[config.mk]
export PLATFORM = sky130hd
export DESIGN_NAME = cmc_pwm_cond
export DESIGN_NICKNAME = d
export VERILOG_FILES = /design/src/common/cmc_pkg.sv /design/src/rtl/cmc_pwm_cond.sv
export SDC_FILE = /design/constraint.sdc
export NUM_CORES = 1
export LEC_CHECK = 0
export CORE_UTILIZATION = 30
export CTS_CLUSTER_DIAMETER = 80
export CTS_CLUSTER_SIZE = 40
export DETAILED_ROUTE_END_ITERATION = 8
export DONT_BUFFER_PORTS = 1
export HOLD_SLACK_MARGIN = 0.08
export SLEW_MARGIN = 25
export SYNTH_ARGS = -nofsm -noshare
export SYNTH_HDL_FRONTEND = slang
export SYNTH_SLANG_ARGS = --single-unit
[constraint.sdc]
create_clock -name hclk -period 12.05 [get_ports hclk]
set_input_delay 1.8075 -clock hclk [delete_from_list [all_inputs] [get_ports hclk]]
set_output_delay 1.8075 -clock hclk [all_outputs]
set_load 0.01 [all_outputs]
[src/common/cmc_pkg.sv]
// Purpose: Constants and types for the current-mode PWM conditioning block.
// Assumes: Peripheral timing is quoted at 4 MHz and derived from hclk.
// Notes: Window periods are held in peripheral ticks.
`default_nettype none
package cmc_pkg;
    // Register byte offsets.
    localparam logic [7:0] CTRL_OFF = 8'h00;
    localparam logic [7:0] FILT_OFF = 8'h04;
    localparam logic [7:0] AMP_OFF = 8'h08;
    localparam logic [7:0] TIM_OFF = 8'h0c;
    localparam logic [7:0] STAT_OFF = 8'h10;
    // Field positions.
    localparam int BLANK_LSB = 0;
    localparam int COUNT_LSB = 4;
    localparam int FREQ_LSB = 0;
    localparam int OFFT_LSB = 4;
    // Reset values.
    localparam logic [7:0] CTRL_RST = 8'h00;
    localparam logic [2:0] BLANK_RST = 3'h0;
    localparam logic [2:0] COUNT_RST = 3'h0;
    localparam logic [1:0] AMP_RST = 2'h0;
    localparam logic [3:0] FREQ_RST = 4'h0;
    localparam logic [3:0] OFFT_RST = 4'h0;
    // Timing.
    localparam int CLK_MHZ = 100;
    localparam int PERIPH_MHZ = 4;
    localparam int PERIPH_DIV = CLK_MHZ / PERIPH_MHZ;
    localparam int SAMPLE_DIV = 4;
    localparam int BLANK_STEP_NS = 500;
    localparam int BLANK_STEP_TICKS = BLANK_STEP_NS * PERIPH_MHZ / 1000;
    localparam int OFF_STEP_NS = 2500;
    localparam int OFF_STEP_TICKS = OFF_STEP_NS * PERIPH_MHZ / 1000;

    typedef struct packed {
        logic [3:0] sampling_delay_sel;
        logic on_time_sampling;
        logic sensor_mode_flag;
        logic direct_access;
        logic clk_enable;
    } cmc_ctrl_type;

    typedef struct packed {
        logic comparator_input_select;
        logic amplifier_on;
    } cmc_amp_type;

    // Window period in peripheral ticks for each frequency code.
    function automatic logic [13:0] window_period(input logic [3:0] code);
        case (code)
            4'h0: window_period = 14'd80;
            4'h1: window_period = 14'd100;
            4'h2: window_period = 14'd120;
            4'h3: window_period = 14'd160;
            4'h4: window_period = 14'd200;
            4'h5: window_period = 14'd221;
            4'h6: window_period = 14'd260;
            4'h7: window_period = 14'd320;
            4'h8: window_period = 14'd400;
            4'h9: window_period = 14'd640;
            4'ha: window_period = 14'd1278;
            4'hb: window_period = 14'd2564;
            4'hc: window_period = 14'd3200;
            4'hd: window_period = 14'd4162;
            4'he: window_period = 14'd6400;
            default: window_period = 14'd10256;
        endcase
    endfunction
endpackage
`default_nettype wire

[src/rtl/cmc_pwm_cond.sv]
// Purpose: Blanking, consecutive-sample filter and measurement window for current-mode PWM.
// Assumes: One hclk domain; the comparator output arrives asynchronously from a pin.
// Notes: The peripheral clock is a tick derived from hclk by a divider.
//
// The AHB-Lite register port and the placing of the registers are this design's own decisions.
`timescale 1ns/1ps
`default_nettype none
module cmc_pwm_cond #(
    parameter int PERIPH_DIV = cmc_pkg::PERIPH_DIV
) (
    // Clock and reset.
    input wire logic hclk,
    input wire logic hresetn,
    // AHB-Lite slave.
    input wire logic hsel,
    input wire logic [31:0] haddr,
    input wire logic [1:0] htrans,
    input wire logic hwrite,
    input wire logic [2:0] hsize,
    input wire logic [31:0] hwdata,
    input wire logic hready,
    output logic hreadyout,
    output logic hresp,
    output logic [31:0] hrdata,
    // Analog front end.
    input wire logic comparator_in,
    output cmc_pkg::cmc_amp_type amp_ctrl,
    output logic comparator_enable,
    // PWM and window outputs.
    output logic pwm_out,
    output logic window_out,
    output logic current_limit_event
);
    // The divider counter is sixteen bits wide, which bounds the ratio from above.
    if (PERIPH_DIV < 1 || PERIPH_DIV > 65536) begin : g_bad_div
        $error("PERIPH_DIV must lie between 1 and 65536");
    end

    cmc_pkg::cmc_ctrl_type ctrl;
    logic [2:0] blanking_length_sel;
    logic [2:0] feedback_sample_count;
    logic [3:0] window_freq_select;
    logic [3:0] min_off_time_sel;
    logic wr_pend;
    logic [7:0] wr_addr;
    logic [31:0] rd_mux;
    logic cmp_meta;
    logic cmp_sync;
    logic [15:0] div_cnt;
    logic tick;
    logic active;
    logic [1:0] sph;
    logic sample;
    logic [13:0] wcnt;
    logic [13:0] next_wcnt;
    logic [13:0] period;
    logic [13:0] off_ticks;
    logic full;
    logic on_start;
    logic on_end;
    logic pwm_on;
    logic next_pwm_on;
    logic [4:0] bcnt;
    logic [3:0] cnt;
    logic judge;
    logic limit_now;

    // Minimum off time in ticks; zero when sampling happens during ON time.
    function automatic logic [13:0] min_off(input cmc_pkg::cmc_ctrl_type c, input logic [3:0] sel);
        if (c.sensor_mode_flag || c.on_time_sampling || c.sampling_delay_sel != 4'h0)
        begin
            min_off = 14'h0000;
        end
        else
        begin
            min_off = 14'((sel + 5'h01) * cmc_pkg::OFF_STEP_TICKS);
        end
    endfunction

    // Zero-wait slave: reads are decoded in the address phase.
    always_comb
    begin
        case (haddr[7:0])
            cmc_pkg::CTRL_OFF: rd_mux = {24'h000000, ctrl};
            cmc_pkg::FILT_OFF: rd_mux = {25'h0000000, feedback_sample_count, 1'b0, blanking_length_sel};
            cmc_pkg::AMP_OFF: rd_mux = {30'h00000000, amp_ctrl};
            cmc_pkg::TIM_OFF: rd_mux = {24'h000000, min_off_time_sel, window_freq_select};
            cmc_pkg::STAT_OFF: rd_mux = {24'h000000, active, cnt[2:0], cmp_sync, window_out, bcnt != 5'h00, pwm_on};
            default: rd_mux = 32'h00000000;
        endcase
    end

    always_ff @(posedge hclk or negedge hresetn)
    begin
        if (!hresetn)
        begin
            wr_pend <= 1'b0;
            wr_addr <= 8'h00;
            hrdata <= 32'h00000000;
            hreadyout <= 1'b0;
            hresp <= 1'b0;
        end
        else
        begin
            hreadyout <= 1'b1;
            hresp <= 1'b0;
            wr_pend <= hsel && htrans[1] && hready && hwrite;
            if (hsel && htrans[1] && hready)
            begin
                wr_addr <= haddr[7:0];
                if (!hwrite)
                begin
                    hrdata <= rd_mux;
                end
            end
        end
    end

    always_ff @(posedge hclk or negedge hresetn)
    begin
        if (!hresetn)
        begin
            ctrl <= cmc_pkg::CTRL_RST;
            blanking_length_sel <= cmc_pkg::BLANK_RST;
            feedback_sample_count <= cmc_pkg::COUNT_RST;
            amp_ctrl <= cmc_pkg::AMP_RST;
            window_freq_select <= cmc_pkg::FREQ_RST;
            min_off_time_sel <= cmc_pkg::OFFT_RST;
        end
        else if (wr_pend)
        begin
            case (wr_addr)
                cmc_pkg::CTRL_OFF: ctrl <= hwdata[7:0];
                cmc_pkg::FILT_OFF:
                begin
                    blanking_length_sel <= hwdata[cmc_pkg::BLANK_LSB +: 3];
                    feedback_sample_count <= hwdata[cmc_pkg::COUNT_LSB +: 3];
                end
                cmc_pkg::AMP_OFF: amp_ctrl <= hwdata[1:0];
                cmc_pkg::TIM_OFF:
                begin
                    window_freq_select <= hwdata[cmc_pkg::FREQ_LSB +: 4];
                    min_off_time_sel <= hwdata[cmc_pkg::OFFT_LSB +: 4];
                end
                default:
                begin
                end
            endcase
        end
    end

    // The first stage feeds only the second.
    always_ff @(posedge hclk or negedge hresetn)
    begin
        if (!hresetn)
        begin
            cmp_meta <= 1'b0;
            cmp_sync <= 1'b0;
        end
        else
        begin
            cmp_meta <= comparator_in;
            cmp_sync <= cmp_meta;
        end
    end

    assign active = ctrl.clk_enable || ctrl.direct_access;
    assign tick = active && div_cnt == 16'(PERIPH_DIV - 1);
    assign sample = tick && sph == 2'(cmc_pkg::SAMPLE_DIV - 1);

    always_ff @(posedge hclk or negedge hresetn)
    begin
        if (!hresetn)
        begin
            div_cnt <= 16'h0000;
            sph <= 2'h0;
        end
        else if (!active)
        begin
            div_cnt <= 16'h0000;
            sph <= 2'h0;
        end
        else
        begin
            div_cnt <= tick ? 16'h0000 : div_cnt + 16'h0001;
            sph <= tick ? sph + 2'h1 : sph;
        end
    end

    // Window generator: window is high for the first off_ticks of each period, and stays low when off_ticks reaches the period.
    assign period = cmc_pkg::window_period(window_freq_select);
    assign off_ticks = min_off(ctrl, min_off_time_sel);
    assign full = off_ticks >= period;
    assign next_wcnt = (wcnt >= period - 14'h0001) ? 14'h0000 : wcnt + 14'h0001;
    assign on_start = tick && !full && next_wcnt == off_ticks;
    assign on_end = tick && next_wcnt == 14'h0000 && off_ticks != 14'h0000;

    always_ff @(posedge hclk or negedge hresetn)
    begin
        if (!hresetn)
        begin
            wcnt <= 14'h0000;
        end
        else if (!active)
        begin
            wcnt <= 14'h0000;
        end
        else if (tick)
        begin
            wcnt <= next_wcnt;
        end
    end

    // Blanking counts down in peripheral ticks after every turn-on at on_start; the turn-on when off_ticks fills the period loads none.
    always_ff @(posedge hclk or negedge hresetn)
    begin
        if (!hresetn)
        begin
            bcnt <= 5'h00;
        end
        else if (on_start)
        begin
            bcnt <= 5'(blanking_length_sel * cmc_pkg::BLANK_STEP_TICKS);
        end
        else if (tick && bcnt != 5'h00)
        begin
            bcnt <= bcnt - 5'h01;
        end
    end

    // A sample only counts while ON and outside the blanking interval.
    // A sample in the turn-on cycle belongs to the phase that is ending, so it is dropped.
    assign judge = sample && pwm_on && !full && !on_start && bcnt == 5'h00;
    assign limit_now = judge && cmp_sync && cnt == {1'b0, feedback_sample_count};

    always_ff @(posedge hclk or negedge hresetn)
    begin
        if (!hresetn)
        begin
            cnt <= 4'h0;
        end
        else if (!active || on_start || limit_now)
        begin
            cnt <= 4'h0;
        end
        else if (judge)
        begin
            cnt <= cmp_sync ? cnt + 4'h1 : 4'h0;
        end
    end

    always_comb
    begin
        if (!active)
        begin
            next_pwm_on = 1'b0;
        end
        else if (full || on_start)
        begin
            next_pwm_on = 1'b1;
        end
        else if (on_end || limit_now)
        begin
            next_pwm_on = 1'b0;
        end
        else
        begin
            next_pwm_on = pwm_on;
        end
    end

    always_ff @(posedge hclk or negedge hresetn)
    begin
        if (!hresetn)
        begin
            pwm_on <= 1'b0;
            pwm_out <= 1'b0;
            window_out <= 1'b0;
            current_limit_event <= 1'b0;
            comparator_enable <= 1'b0;
        end
        else
        begin
            pwm_on <= next_pwm_on;
            pwm_out <= next_pwm_on;
            // Between ticks the window follows the held count, so it stays aligned with the PWM edge.
            window_out <= active && !full && (tick ? next_wcnt : wcnt) < off_ticks;
            current_limit_event <= limit_now;
            comparator_enable <= active;
        end
    end

    // Turn-on loads the full blanking length.
    blank_len_a: assert property (@(posedge hclk) disable iff (!hresetn)
        $rose(pwm_on) && !$past(full) |-> bcnt == 5'($past(blanking_length_sel) * cmc_pkg::BLANK_STEP_TICKS))
        else $error("blanking length wrong at turn-on");

    blank_mask_a: assert property (@(posedge hclk) disable iff (!hresetn)
        current_limit_event |-> $past(bcnt) == 5'h00 && $past(pwm_on))
        else $error("limit event during blanking or while off");

    blank_reset_a: assert property (@(posedge hclk)
        $rose(hresetn) |-> blanking_length_sel == 3'h0)
        else $error("blanking length not zero after reset");

    limit_count_a: assert property (@(posedge hclk) disable iff (!hresetn)
        current_limit_event |-> $past(cmp_sync) && $past(cnt) == {1'b0, $past(feedback_sample_count)})
        else $error("limit event without enough samples");

    sample_rate_a: assert property (@(posedge hclk) disable iff (!hresetn)
        sample |=> !sample [*3])
        else $error("comparator sampled too often");

    limit_off_a: assert property (@(posedge hclk) disable iff (!hresetn)
        current_limit_event |-> !pwm_on)
        else $error("PWM still on after limit event");

    comp_off_a: assert property (@(posedge hclk) disable iff (!hresetn)
        !active |=> !pwm_on && !current_limit_event && !comparator_enable)
        else $error("comparator path active while disabled");

    full_duty_a: assert property (@(posedge hclk) disable iff (!hresetn)
        active && full |=> pwm_out)
        else $error("no constant high with long off time");

    count_clear_a: assert property (@(posedge hclk) disable iff (!hresetn)
        on_start |=> cnt == 4'h0)
        else $error("sample counter not cleared at turn-on");
endmodule // cmc_pwm_cond
`default_nettype wire

==> results of run 1 <==
cell type report:
cell class	instances	area (µm²)
well taps	275	344
flip-flops and latches	89	2230
clock buffers	9	225
inverters	36	135
clock inverters	7	92.6
repair buffers	5	37.5
fillers	2225	14200
multi-input cells	562	3980
cell families after synthesis:
logic type,count (synthesis),share of synthesized area [%]
compound gates,138,14.0
xor+xnor,41,5.47
fa+ha+maj,50,9.65
buf+inv,89,6.88
flops,89,33.9
mux,45,7.89
other cells,2,0.114
simple gates,262,22.1
sequential cells by signal (all words and copies together), names as in the netlist, 4 cells and up:
name	flops
div_cnt	16
wcnt	14
ctrl	8
hrdata	8
wr_addr	8
bcnt	5
cnt	4
min_off_time_sel	4
window_freq_select	4
synthesized netlist by cell type (9+ instances only):
| library cell | count |
|---|---|
| a21oi_1 | 27 |
| and2_1 | 15 |
| and3_1 | 11 |
| buf_4 | 26 |
| clkbuf_1 | 19 |
| dfrtp_1 | 89 |
| ha_1 | 49 |
| inv_1 | 36 |
| mux2_2 | 32 |
| mux2i_1 | 9 |
| nand2_1 | 56 |
| nand2b_1 | 14 |
| nand3_1 | 21 |
| nand4_1 | 14 |
| nor2_1 | 57 |
| nor2b_1 | 9 |
| nor3_1 | 14 |
| o21ai_0 | 45 |
| or3_1 | 9 |
| xnor2_1 | 21 |
| xor2_1 | 20 |
metrics by stage:
| stage | total power [µW] | worst slack (ns) |
|---|---|---|
| finish | 748 | 5.23 |
| detailed placement | 452 | 5.45 |
| global route | 788 | 4.78 |
| global placement | 449 | 5.44 |
| CTS | 759 | 5.40 |
| floorplan | 428 | 6.99 |
cell usage in the layout, fill, tap and decap left out, types with 3 or more instances in the layout:
master     synthesis  layout
conb_1             2      26
inv_8              0       4
mux2_2            32      32
a22o_1             3       3
nand2b_1          14      14
and3_1            11      11
o31ai_1            7       7
nor2b_1            9       9
xor2_1            20      20
nand3_2            3       3
nand4_1           14      14
clkbuf_16          0       9
xnor2_1           21      21
nor3_1            14      14
nor2_1            57      57
o211ai_1           4       4
nor4b_1            4       3
a211oi_1           3       3
inv_1             36      36
buf_4             26       5
ha_1              49      49
a222oi_1           4       4
dfrtp_1           89      89
mux2_4             3       3
a21oi_1           27      27
nor4_1             7       7
a221oi_1           5       5
nand2_1           56      56
o21ai_0           45      45
nor4bb_1           3       3
or3_1              9       9
a21boi_0           3       3
and2_1            15      15
o22ai_1            5       5
a31oi_1            7       7
nand3_1           21      21
mux2i_1            9       9
power by group through the flow:
stage	Clock, µW	Combinational [µW]	Sequential, µW
floorplan	0	104	324
global placement	0	118	331
detailed placement	0	121	331
CTS	312	122	325
global route	323	138	327
finish	302	121	325
worst paths after layout:
kind,startpoint,cells after the start,to,slack [ns]
setup / recovery,window_freq_select[1],22,window_out,5.23
hold / removal,cmp_meta,0,cmp_sync,0.35
setup reg to reg,window_freq_select[1],22,window_out,5.23
hold reg to reg,cmp_meta,0,cmp_sync,0.35
max in group asynchronous,hresetn,0,window_freq_select[1],10.73
min in group asynchronous,hresetn,0,div_cnt[8],1.15
worst max-delay path, delay by kind of cell, from the launching register on:
| family | cells | cell delay [ns] |
|---|---|---|
| AO/OA/AOI/OAI | 8 | 1.95 |
| XOR/XNOR | 1 | 0.16 |
| adder cells (fa/ha/maj) | 3 | 0.89 |
| buffers and inverters | 1 | 0.19 |
| flip-flops | 1 | 0.64 |
| AND/OR/NAND/NOR | 9 | 2.88 |
layer usage:
layer	routed length (µm)	vias up
met5	0	-
met4	296	0
met3	691	19
met2	7130	130
met1	7200	2452
li1	-	2500
==> impl_results.md, run 1 <==
* RSZ-0062 raised after global routing: false
* Layout cells sized above 1 at 11.3%
* Largest net degree at the start of global routing at 90
* Mapped Area at 6560 µm²
* Worst Max-Slew Pin Slew at 0.837 ns
* HP Class: reg -> reg
* EDFF count, synth at 0
* Core area at 21200 µm²
* Area grow syn2layout at 7.30%
* IO Port Bufs at 0
* Crit path kind: reg -> reg
* Design area at 7040 µm²
* Synth area leader: dfrtp_1
* Cell Chain, Critical Path: inv_1 -> ha_1 -> and2_1 -> o21ai_0 -> nand2_1 -> nor4b_1 -> and3_1 -> xor2_1 -> o221ai_1 -> a31o_1 -> ha_1 -> a211oi_1 -> nor2_1 -> nor3_1 -> nand4_1 -> o31ai_1 -> ha_1 -> a21oi_1 -> o21ai_0 -> nor4_1 -> nand4_1 -> a21oi_1
* Critical path arrival at 7.09 ns
* DR WL/cell at 15.6 µm
* Clk_lat worst skew at 0.36 ns
* Starting density of the core at 30.9%
* CP most frequent cell: ha_1
* Leakage at 0.00300 µW
* Outcome: completed
* Busiest layer in global routing: met2
* PwrDens at 106 nW/µm²
* Max-Cap Viols at 0
* Worst vdd ir at 0.0832 mV
* Net Switching at 221 µW
* CTS root buf: clkbuf_16
* Post-Route WL at 15.3 mm
* Logic pwr share at 16.2%
* Initial drt markers at 369
* Crit path time final at 6.82 ns
* CTS Buf Count at 9
* Die ar. at 22500 µm²
* Initial antenna violation count at 0
* Final Core Density at 33.2%
* CP required at 12.32 ns
* Placed cells at 967
* Resize count post-CTS at 0
* Synth area leaders: dfrtp_1 34%, ha_1 9.3%, mux2_2 5.5%
* Post-DP HPWL at 11.4 mm
* Slew Limit Fails at 0
* Post-CTS Setup Repair Bufs at 0
* DR vias at 5101
* Synth cell types at 79
* Die height at 150 µm
* CTS Hold Bufs at 0
* Top_reg_cell synth: dfrtp_1
* Final clock skew at 0.0102 ns
* Worst setup EP type: flop
* Crit start category: flop
* Synth top area share at 33.9%
* Clock share of power at 40.3%
* Post-Route Setup TNS at 0 ns
* Yosys reg bits at 89
* Sequential fraction of the synthesis area at 33.9%
* GR Layer Usage met2 at 22.5%
* ANT nets after route at 0
* Post-DR vias/cell at 5.19
* GR Overflow Total at 0
* Fmax at 147 MHz
* Synth warnings at 0
* RD Place Congestion at 0.869
* Hold Violations, Final at 0
* ANT cells at 0
* NumNets Final at 828
* Post-synth ARST share at 100%
* Final setup viols at 0
* I/O pin count at 115
* H-tree Lvls at 3
* FP Rows at 53
* Non-filler cells, final at 983
* Clk sinks at 89
* Slowest library cell on the worst path: dfrtp_1
* Switch share at 29.5%
* Critical path peak fanout at 13
* Slew headroom at 44.2%
* Total track usage at 14.3%
* Residual DRC at 0
* Max stage delay on crit path at 0.64 ns
* Clock Path Buffers at 2
* Final critical-path share of the clock period at 56.6%
* P_int at 527 µW
* Syn Area/Cell at 9.17 µm²
* Global-route met3 utilization at 2.68%
* Die W at 150 µm
* DP Area at 6730 µm²
* Clk pin slew, worst setup/hold paths at 0.07 ns
* Met1 GRT Util at 19.5%
* Synth Instances at 716
* Vias in the first global route at 4742
* Hold Slack at 0.351 ns
* Reg power frac at 43.5%
* DRT Pass-1 Iters at 6
* CTS tree: built
* First-pass GRT wire length at 25.1 mm
Note: power is estimated with default switching activity, not from simulation.
==> inputs of run 2 (changes only) <==
ABC_AREA = 1   (was default)
clock period = 5.9 ns   (was 12.05 ns; I/O delays follow)
==> run 2 against run 1 <==
Maximum frequency grew 35%. First-iteration DRC count shrank 12%. Largest power group unchanged. Wire length is 6.9% higher. Critical path depth rose by 11. Sequential cell count stayed put.
==> impl_results.md, run 2 <==
* Outcome: completed
* Worst vdd ir at 0.136 mV
* Hold Violations, Final at 0
* Resize count post-CTS at 0
* CP most frequent cell: nand2_1
* ANT cells at 0
* Crit path time final at 5.04 ns
* Total track usage at 14.8%
* R2r startpoint: window_freq_select[1]
* Design area at 7260 µm²
* HP Class: in -> async
* Synth Instances at 943
* RSZ-0062 raised after global routing: false
* Post-synth ARST share at 100%
* Max stage delay on crit path at 0.54 ns
* GR Overflow Total at 0
* Syn Area/Cell at 7.18 µm²
* Most frequent cells in the layout: 230 x nand2_1, 135 x inv_1, 95 x nor2_1, 89 x dfrtp_1, 59 x o21ai_0
* Max-Cap Viols at 0
* Crit start category: flop
* Largest delay contributor family on the critical path: simple AND/OR/NAND/NOR gates
* Post-Route WL at 16.4 mm
* Slowest library cell on the worst path: dfrtp_1
* CP required at 6.17 ns
* Post-Route Setup TNS at 0 ns
* DRT Pass-1 Iters at 4
* Commonest non-fill, non-tap cell in the layout: nand2_1
* Final setup viols at 0
* EDFF count, synth at 0
* Clock Path Buffers at 2
* Crit path buf inv count at 3
* Fmax at 199 MHz
* PwrDens at 285 nW/µm²
* Largest Register: div_cnt
* DP Area at 6960 µm²
* Area grow syn2layout at 7.17%
* Clock share of power at 28.3%
* Sequential fraction of the synthesis area at 32.9%
* Post-synth top cells: 230 x nand2_1, 135 x inv_1, 95 x nor2_1, 89 x dfrtp_1, 59 x o21ai_0
* Starting density of the core at 30.8%
* CTS root buf: clkbuf_16
* Synth area leaders: dfrtp_1 33%, nand2_1 13%, ha_1 9.1%
* Number of flip-flops in the largest register at 16
* CTS tree: built
* Residual DRC at 0
* Crit path kind: reg -> reg
* Synth warnings at 0
* Net Switching at 821 µW
* I/O pin count at 115
* Setup slack, reg-to-reg at 0.86 ns
* Slew Limit Fails at 0
* Worst Max-Slew Pin Slew at 0.949 ns
* Die W at 152 µm
* Worst setup EP type: flop
* IO Port Bufs at 0
* ANT nets after route at 0
* Final critical-path share of the clock period at 85.4%
* Clk sinks at 89
* Die ar. at 23200 µm²
* Count leader, synth: nand2_1
* RD Place Congestion at 0.894
* Leakage at 0.00376 µW
* Critical path peak fanout at 18
* Final clock skew at 0.0142 ns
* Vias in the first global route at 5467
* Post-DP HPWL at 12.7 mm
* Cell count of the worst reg-to-reg path at 33
* P_int at 1250 µW
* H-tree Lvls at 3
* Initial drt markers at 325
* DR vias at 5821
* Layout cells sized above 1 at 8.36%
* FP Rows at 54
* Mapped Area at 6770 µm²
* Slew headroom at 36.1%
* Switch share at 39.6%
* First-pass GRT wire length at 27.5 mm
* Core area at 22000 µm²
* Largest net degree at the start of global routing at 90
* Top_reg_cell synth: dfrtp_1
* Clk pin slew, worst setup/hold paths at 0.08 ns
* R2R Path End: window_out
* CTS Hold Bufs at 0
* Post-CTS Setup Repair Bufs at 0
* Initial antenna violation count at 0
* CTS Buf Count at 9
* Fillers at 2363
* Reg power frac at 39.6%
* DR WL/cell at 13.4 µm
* Synth top area share at 32.9%
* Yosys reg bits at 89
* Synth cell types at 52
* Die height at 152 µm
* NumNets Final at 1065
* Synth area leader: dfrtp_1
* Largest regs: div_cnt (16), wcnt (14)
* Post-DR vias/cell at 4.75
* Logic pwr share at 32.2%
* Clk_lat worst skew at 0.37 ns
* Critical path arrival at 5.30 ns
-- run 2: how the worst max path moves through the flow --
stage,from,to,cells after the start
2_1_floorplan,window_freq_select[0],window_out,33
3_3_place_gp,window_freq_select[0],window_out,33
3_5_place_dp,window_freq_select[1],window_out,33
4_1_cts,window_freq_select[1],window_out,33
5_1_grt,window_freq_select[1],window_out,33
6_report,window_freq_select[1],window_out,33
-- run 2: power groups by stage --
stage | combinational (µW) | clock (µW) | sequential, µW
floorplan | 550 | 0 | 790
global route | 780 | 623 | 834
finish | 666 | 586 | 820
CTS | 669 | 602 | 818
global placement | 651 | 0 | 828
detailed placement | 663 | 0 | 830
-- run 2: per-stage QoR --
step / hold slack [ns] / util [%] / worst slack (ns) / total power (µW) / std cells
after global placement: 0.336 / 31.7 / 0.887 / 1480 / 1209
after floorplan: 0.331 / - / 1.86 / 1340 / 967
final: 0.210 / 33.1 / 0.863 / 2070 / 1225
after detailed placement: 0.335 / 31.7 / 0.855 / 1490 / 1209
after global routing: 0.197 / 33.1 / 0.210 / 2240 / 1225
after CTS: 0.198 / 33.1 / 0.815 / 2090 / 1225
-- run 2: cell families (layout without fill, tap and decap cells) --
family	Yosys count	after routing	synth area share [%]
AOI/OAI and AO/OA	124	124	10.5
buffers and inverters	181	159	11.8
muxes	4	4	0.665
and+or+nand+nor	470	470	31.7
adders and majority gates	50	50	9.35
DFF	89	89	32.9
other	2	26	0.111
xor gates and xnor gates	23	23	2.97
-- run 2: layout make-up --
cell class | count | area [µm²] | area share (%)
timing repair buffer | 2 | 15.0 | 0.207
clock buffer | 9 | 225 | 3.10
multi-input combinational | 697 | 3830 | 52.8
inverter | 141 | 534 | 7.36
sequential | 89 | 2230 | 30.7
clock inverter | 7 | 72.6 | 1.00
tap | 280 | 350 | 4.83
-- run 2: routing by layer --
metal / wire length [µm] / up-vias / global-route usage (%)
met2: 7340 / 131 / 24.0
met5: 0 / - / 0
met1: 8110 / 2669 / 19.8
met4: 283 / 0 / 4.86
li1: - / 3001 / -
met3: 646 / 20 / 2.59
==> inputs of run 3 (changes only) <==
CELL_PAD_IN_SITES_DETAIL_PLACEMENT = 0   (was default)
CELL_PAD_IN_SITES_GLOBAL_PLACEMENT = 2   (was default)
PLACE_DENSITY_LB_ADDON = 0.1   (was default)
TNS_END_PERCENT = 30   (was default)
==> run 3 against run 2 <==
The run now ends with design-rule violations left. Register-to-register slack worse by 0.07 ns. Global-route usage grew 2.2 points. Wire length grew 15%. Non-clock buffer count is 2 higher. Critical path type unchanged. Via count fell by 2.9%. First-iteration DRC count is 16% lower. Die area is the same. Highest routed layer unchanged. Setup slack worse by 0.071 ns.
==> impl_results.md, run 3 (same netlist as run 2, synthesis figures left out) <==
* Outcome: finished with violations
* Failing checks: design-rule violations
* I/O pin count at 115
* Final worst setup slack at 0.792 ns
* Slew headroom at 63.4%
* Total track usage at 17.0%
* Final setup viols at 0
* Resize count post-CTS at 0
* Vias in the first global route at 5586
* Leakage at 0.00379 µW
* Largest Register: div_cnt
* Place WS at 0.778 ns
* PwrDens at 299 nW/µm²
* Largest net degree at the start of global routing at 90
* Area grow syn2layout at 8.18%
* First-pass GRT wire length at 30.6 mm
* Critical path arrival at 5.37 ns
* Final critical-path share of the clock period at 86.6%
* Critical path peak fanout at 11
* GR Overflow Total at 0
* Die height at 152 µm
* FP Rows at 54
* IO Port Bufs at 0
* RD Place Congestion at 0.793
* CTS tree: built
* Post-Route WL at 18.9 mm
* Number of flip-flops in the largest register at 16
* DRT Pass-1 Iters at 7
* Layout cells sized above 1 at 8.66%
* Most frequent cells in the layout: 230 x nand2_1, 135 x inv_1, 94 x nor2_1, 89 x dfrtp_1, 59 x o21ai_0
* NumNets Final at 1067
* Post-Route Setup TNS at 0 ns
* RSZ-0062 raised after global routing: false
* Worst Max-Slew Pin Slew at 0.548 ns
* HP Class: in -> async
* Hold Slack at 0.222 ns
* Non-filler cells, final at 1227
* Die W at 152 µm
* Residual DRC at 2
* Clk pin slew, worst setup/hold paths at 0.07 ns
* Starting density of the core at 30.8%
* Final clock skew at 0.00964 ns
* CP most frequent cell: nand2_1
* Post-DP HPWL at 14.7 mm
* Max stage delay on crit path at 0.55 ns
* Worst setup EP type: flop
* Worst vdd ir at 0.198 mV
* Largest regs: div_cnt (16), wcnt (14)
* Reg area at 2230 µm²
* Crit start category: flop
* Max-Cap Viols at 0
* Clk_lat worst skew at 0.35 ns
* DR WL/cell at 15.4 µm
* Slew Limit Fails at 0
* Crit path kind: reg -> reg
* CTS root buf: clkbuf_16
* Initial antenna violation count at 0
* Post-CTS Setup Repair Bufs at 0
* Clock Path Buffers at 2
* Cell count of the worst reg-to-reg path at 33
* Crit path time final at 5.11 ns
* Fillers at 2433
* CP required at 6.16 ns
* Initial drt markers at 272
* Final Core Density at 33.4%
* Die ar. at 23200 µm²
* DR vias at 5650
* ANT nets after route at 0
* Hold Violations, Final at 0
* CTS Buf Count at 9
* ANT cells at 0
* Clk sinks at 89
* Slowest library cell on the worst path: dfrtp_1
* H-tree Lvls at 3
* Setup slack, reg-to-reg at 0.79 ns
* Commonest non-fill, non-tap cell in the layout: nand2_1
* Fmax at 196 MHz
* Multi-input combinational cell area at 3840 µm²
* Post-DR vias/cell at 4.60
* R2r startpoint: window_freq_select[1]
* Core area at 22000 µm²
* R2R Path End: window_out
* Placed cells at 1211
* CTS Hold Bufs at 0
## run 3: changes by cell type in the layout (fill, tap and decap cells not counted), sizes merged
cell and delta:
buf +2, bufinv +3, clkinv -1, inv -2
## run 3: per-layer routing
metal / vias up / wire length [µm] / track usage (%)
met5: - / 0 / 0
met4: 0 / 282 / 4.57
met3: 17 / 655 / 3.04
met2: 94 / 8470 / 27.3
met1: 2544 / 9490 / 23.3
li1: 2995 / - / -
## run 3: through the flow
stage	area, µm²	total power [µW]
final	7330	2190
after global routing	7330	2360
after CTS	7330	2230
after detailed placement	6980	1520
after global placement	6980	1530
after floorplan	6860	1340
## run 3: critical path, delay by kind of cell (launching register included)
| family | cells | cell delay (ns) |
|---|---|---|
| compound gates | 3 | 0.38 |
| xor+xnor | 1 | 0.21 |
| fa+ha+maj | 3 | 0.85 |
| buf+inv | 3 | 0.30 |
| flops | 1 | 0.55 |
| simple gates | 23 | 2.69 |
## run 3: how the worst max path moves through the flow
stage,from,endpoint,cells after the start
after floorplan,window_freq_select[0],window_out,33
after global placement,window_freq_select[0],window_out,33
after detailed placement,window_freq_select[0],cnt[0],32
after CTS,window_freq_select[0],window_out,33
after global routing,window_freq_select[0],cnt[0],32
final,window_freq_select[1],window_out,33
## run 3: final cells by class
| class | count | area share [%] |
|---|---|---|
| Clock inverter | 7 | 1.69 |
| Clock buffer | 9 | 3.07 |
| Timing Repair Buffer | 4 | 0.410 |
| Sequential cell | 89 | 30.4 |
| Multi-Input combinational cell | 697 | 52.4 |
| Inverter | 141 | 7.29 |
| Tap cell | 280 | 4.78 |
## run 3: report_power, final
group          internal (µW)  total [µW]  switching [µW]
clock network            418         691             272
logic                    249         677             428
registers                704         825             121
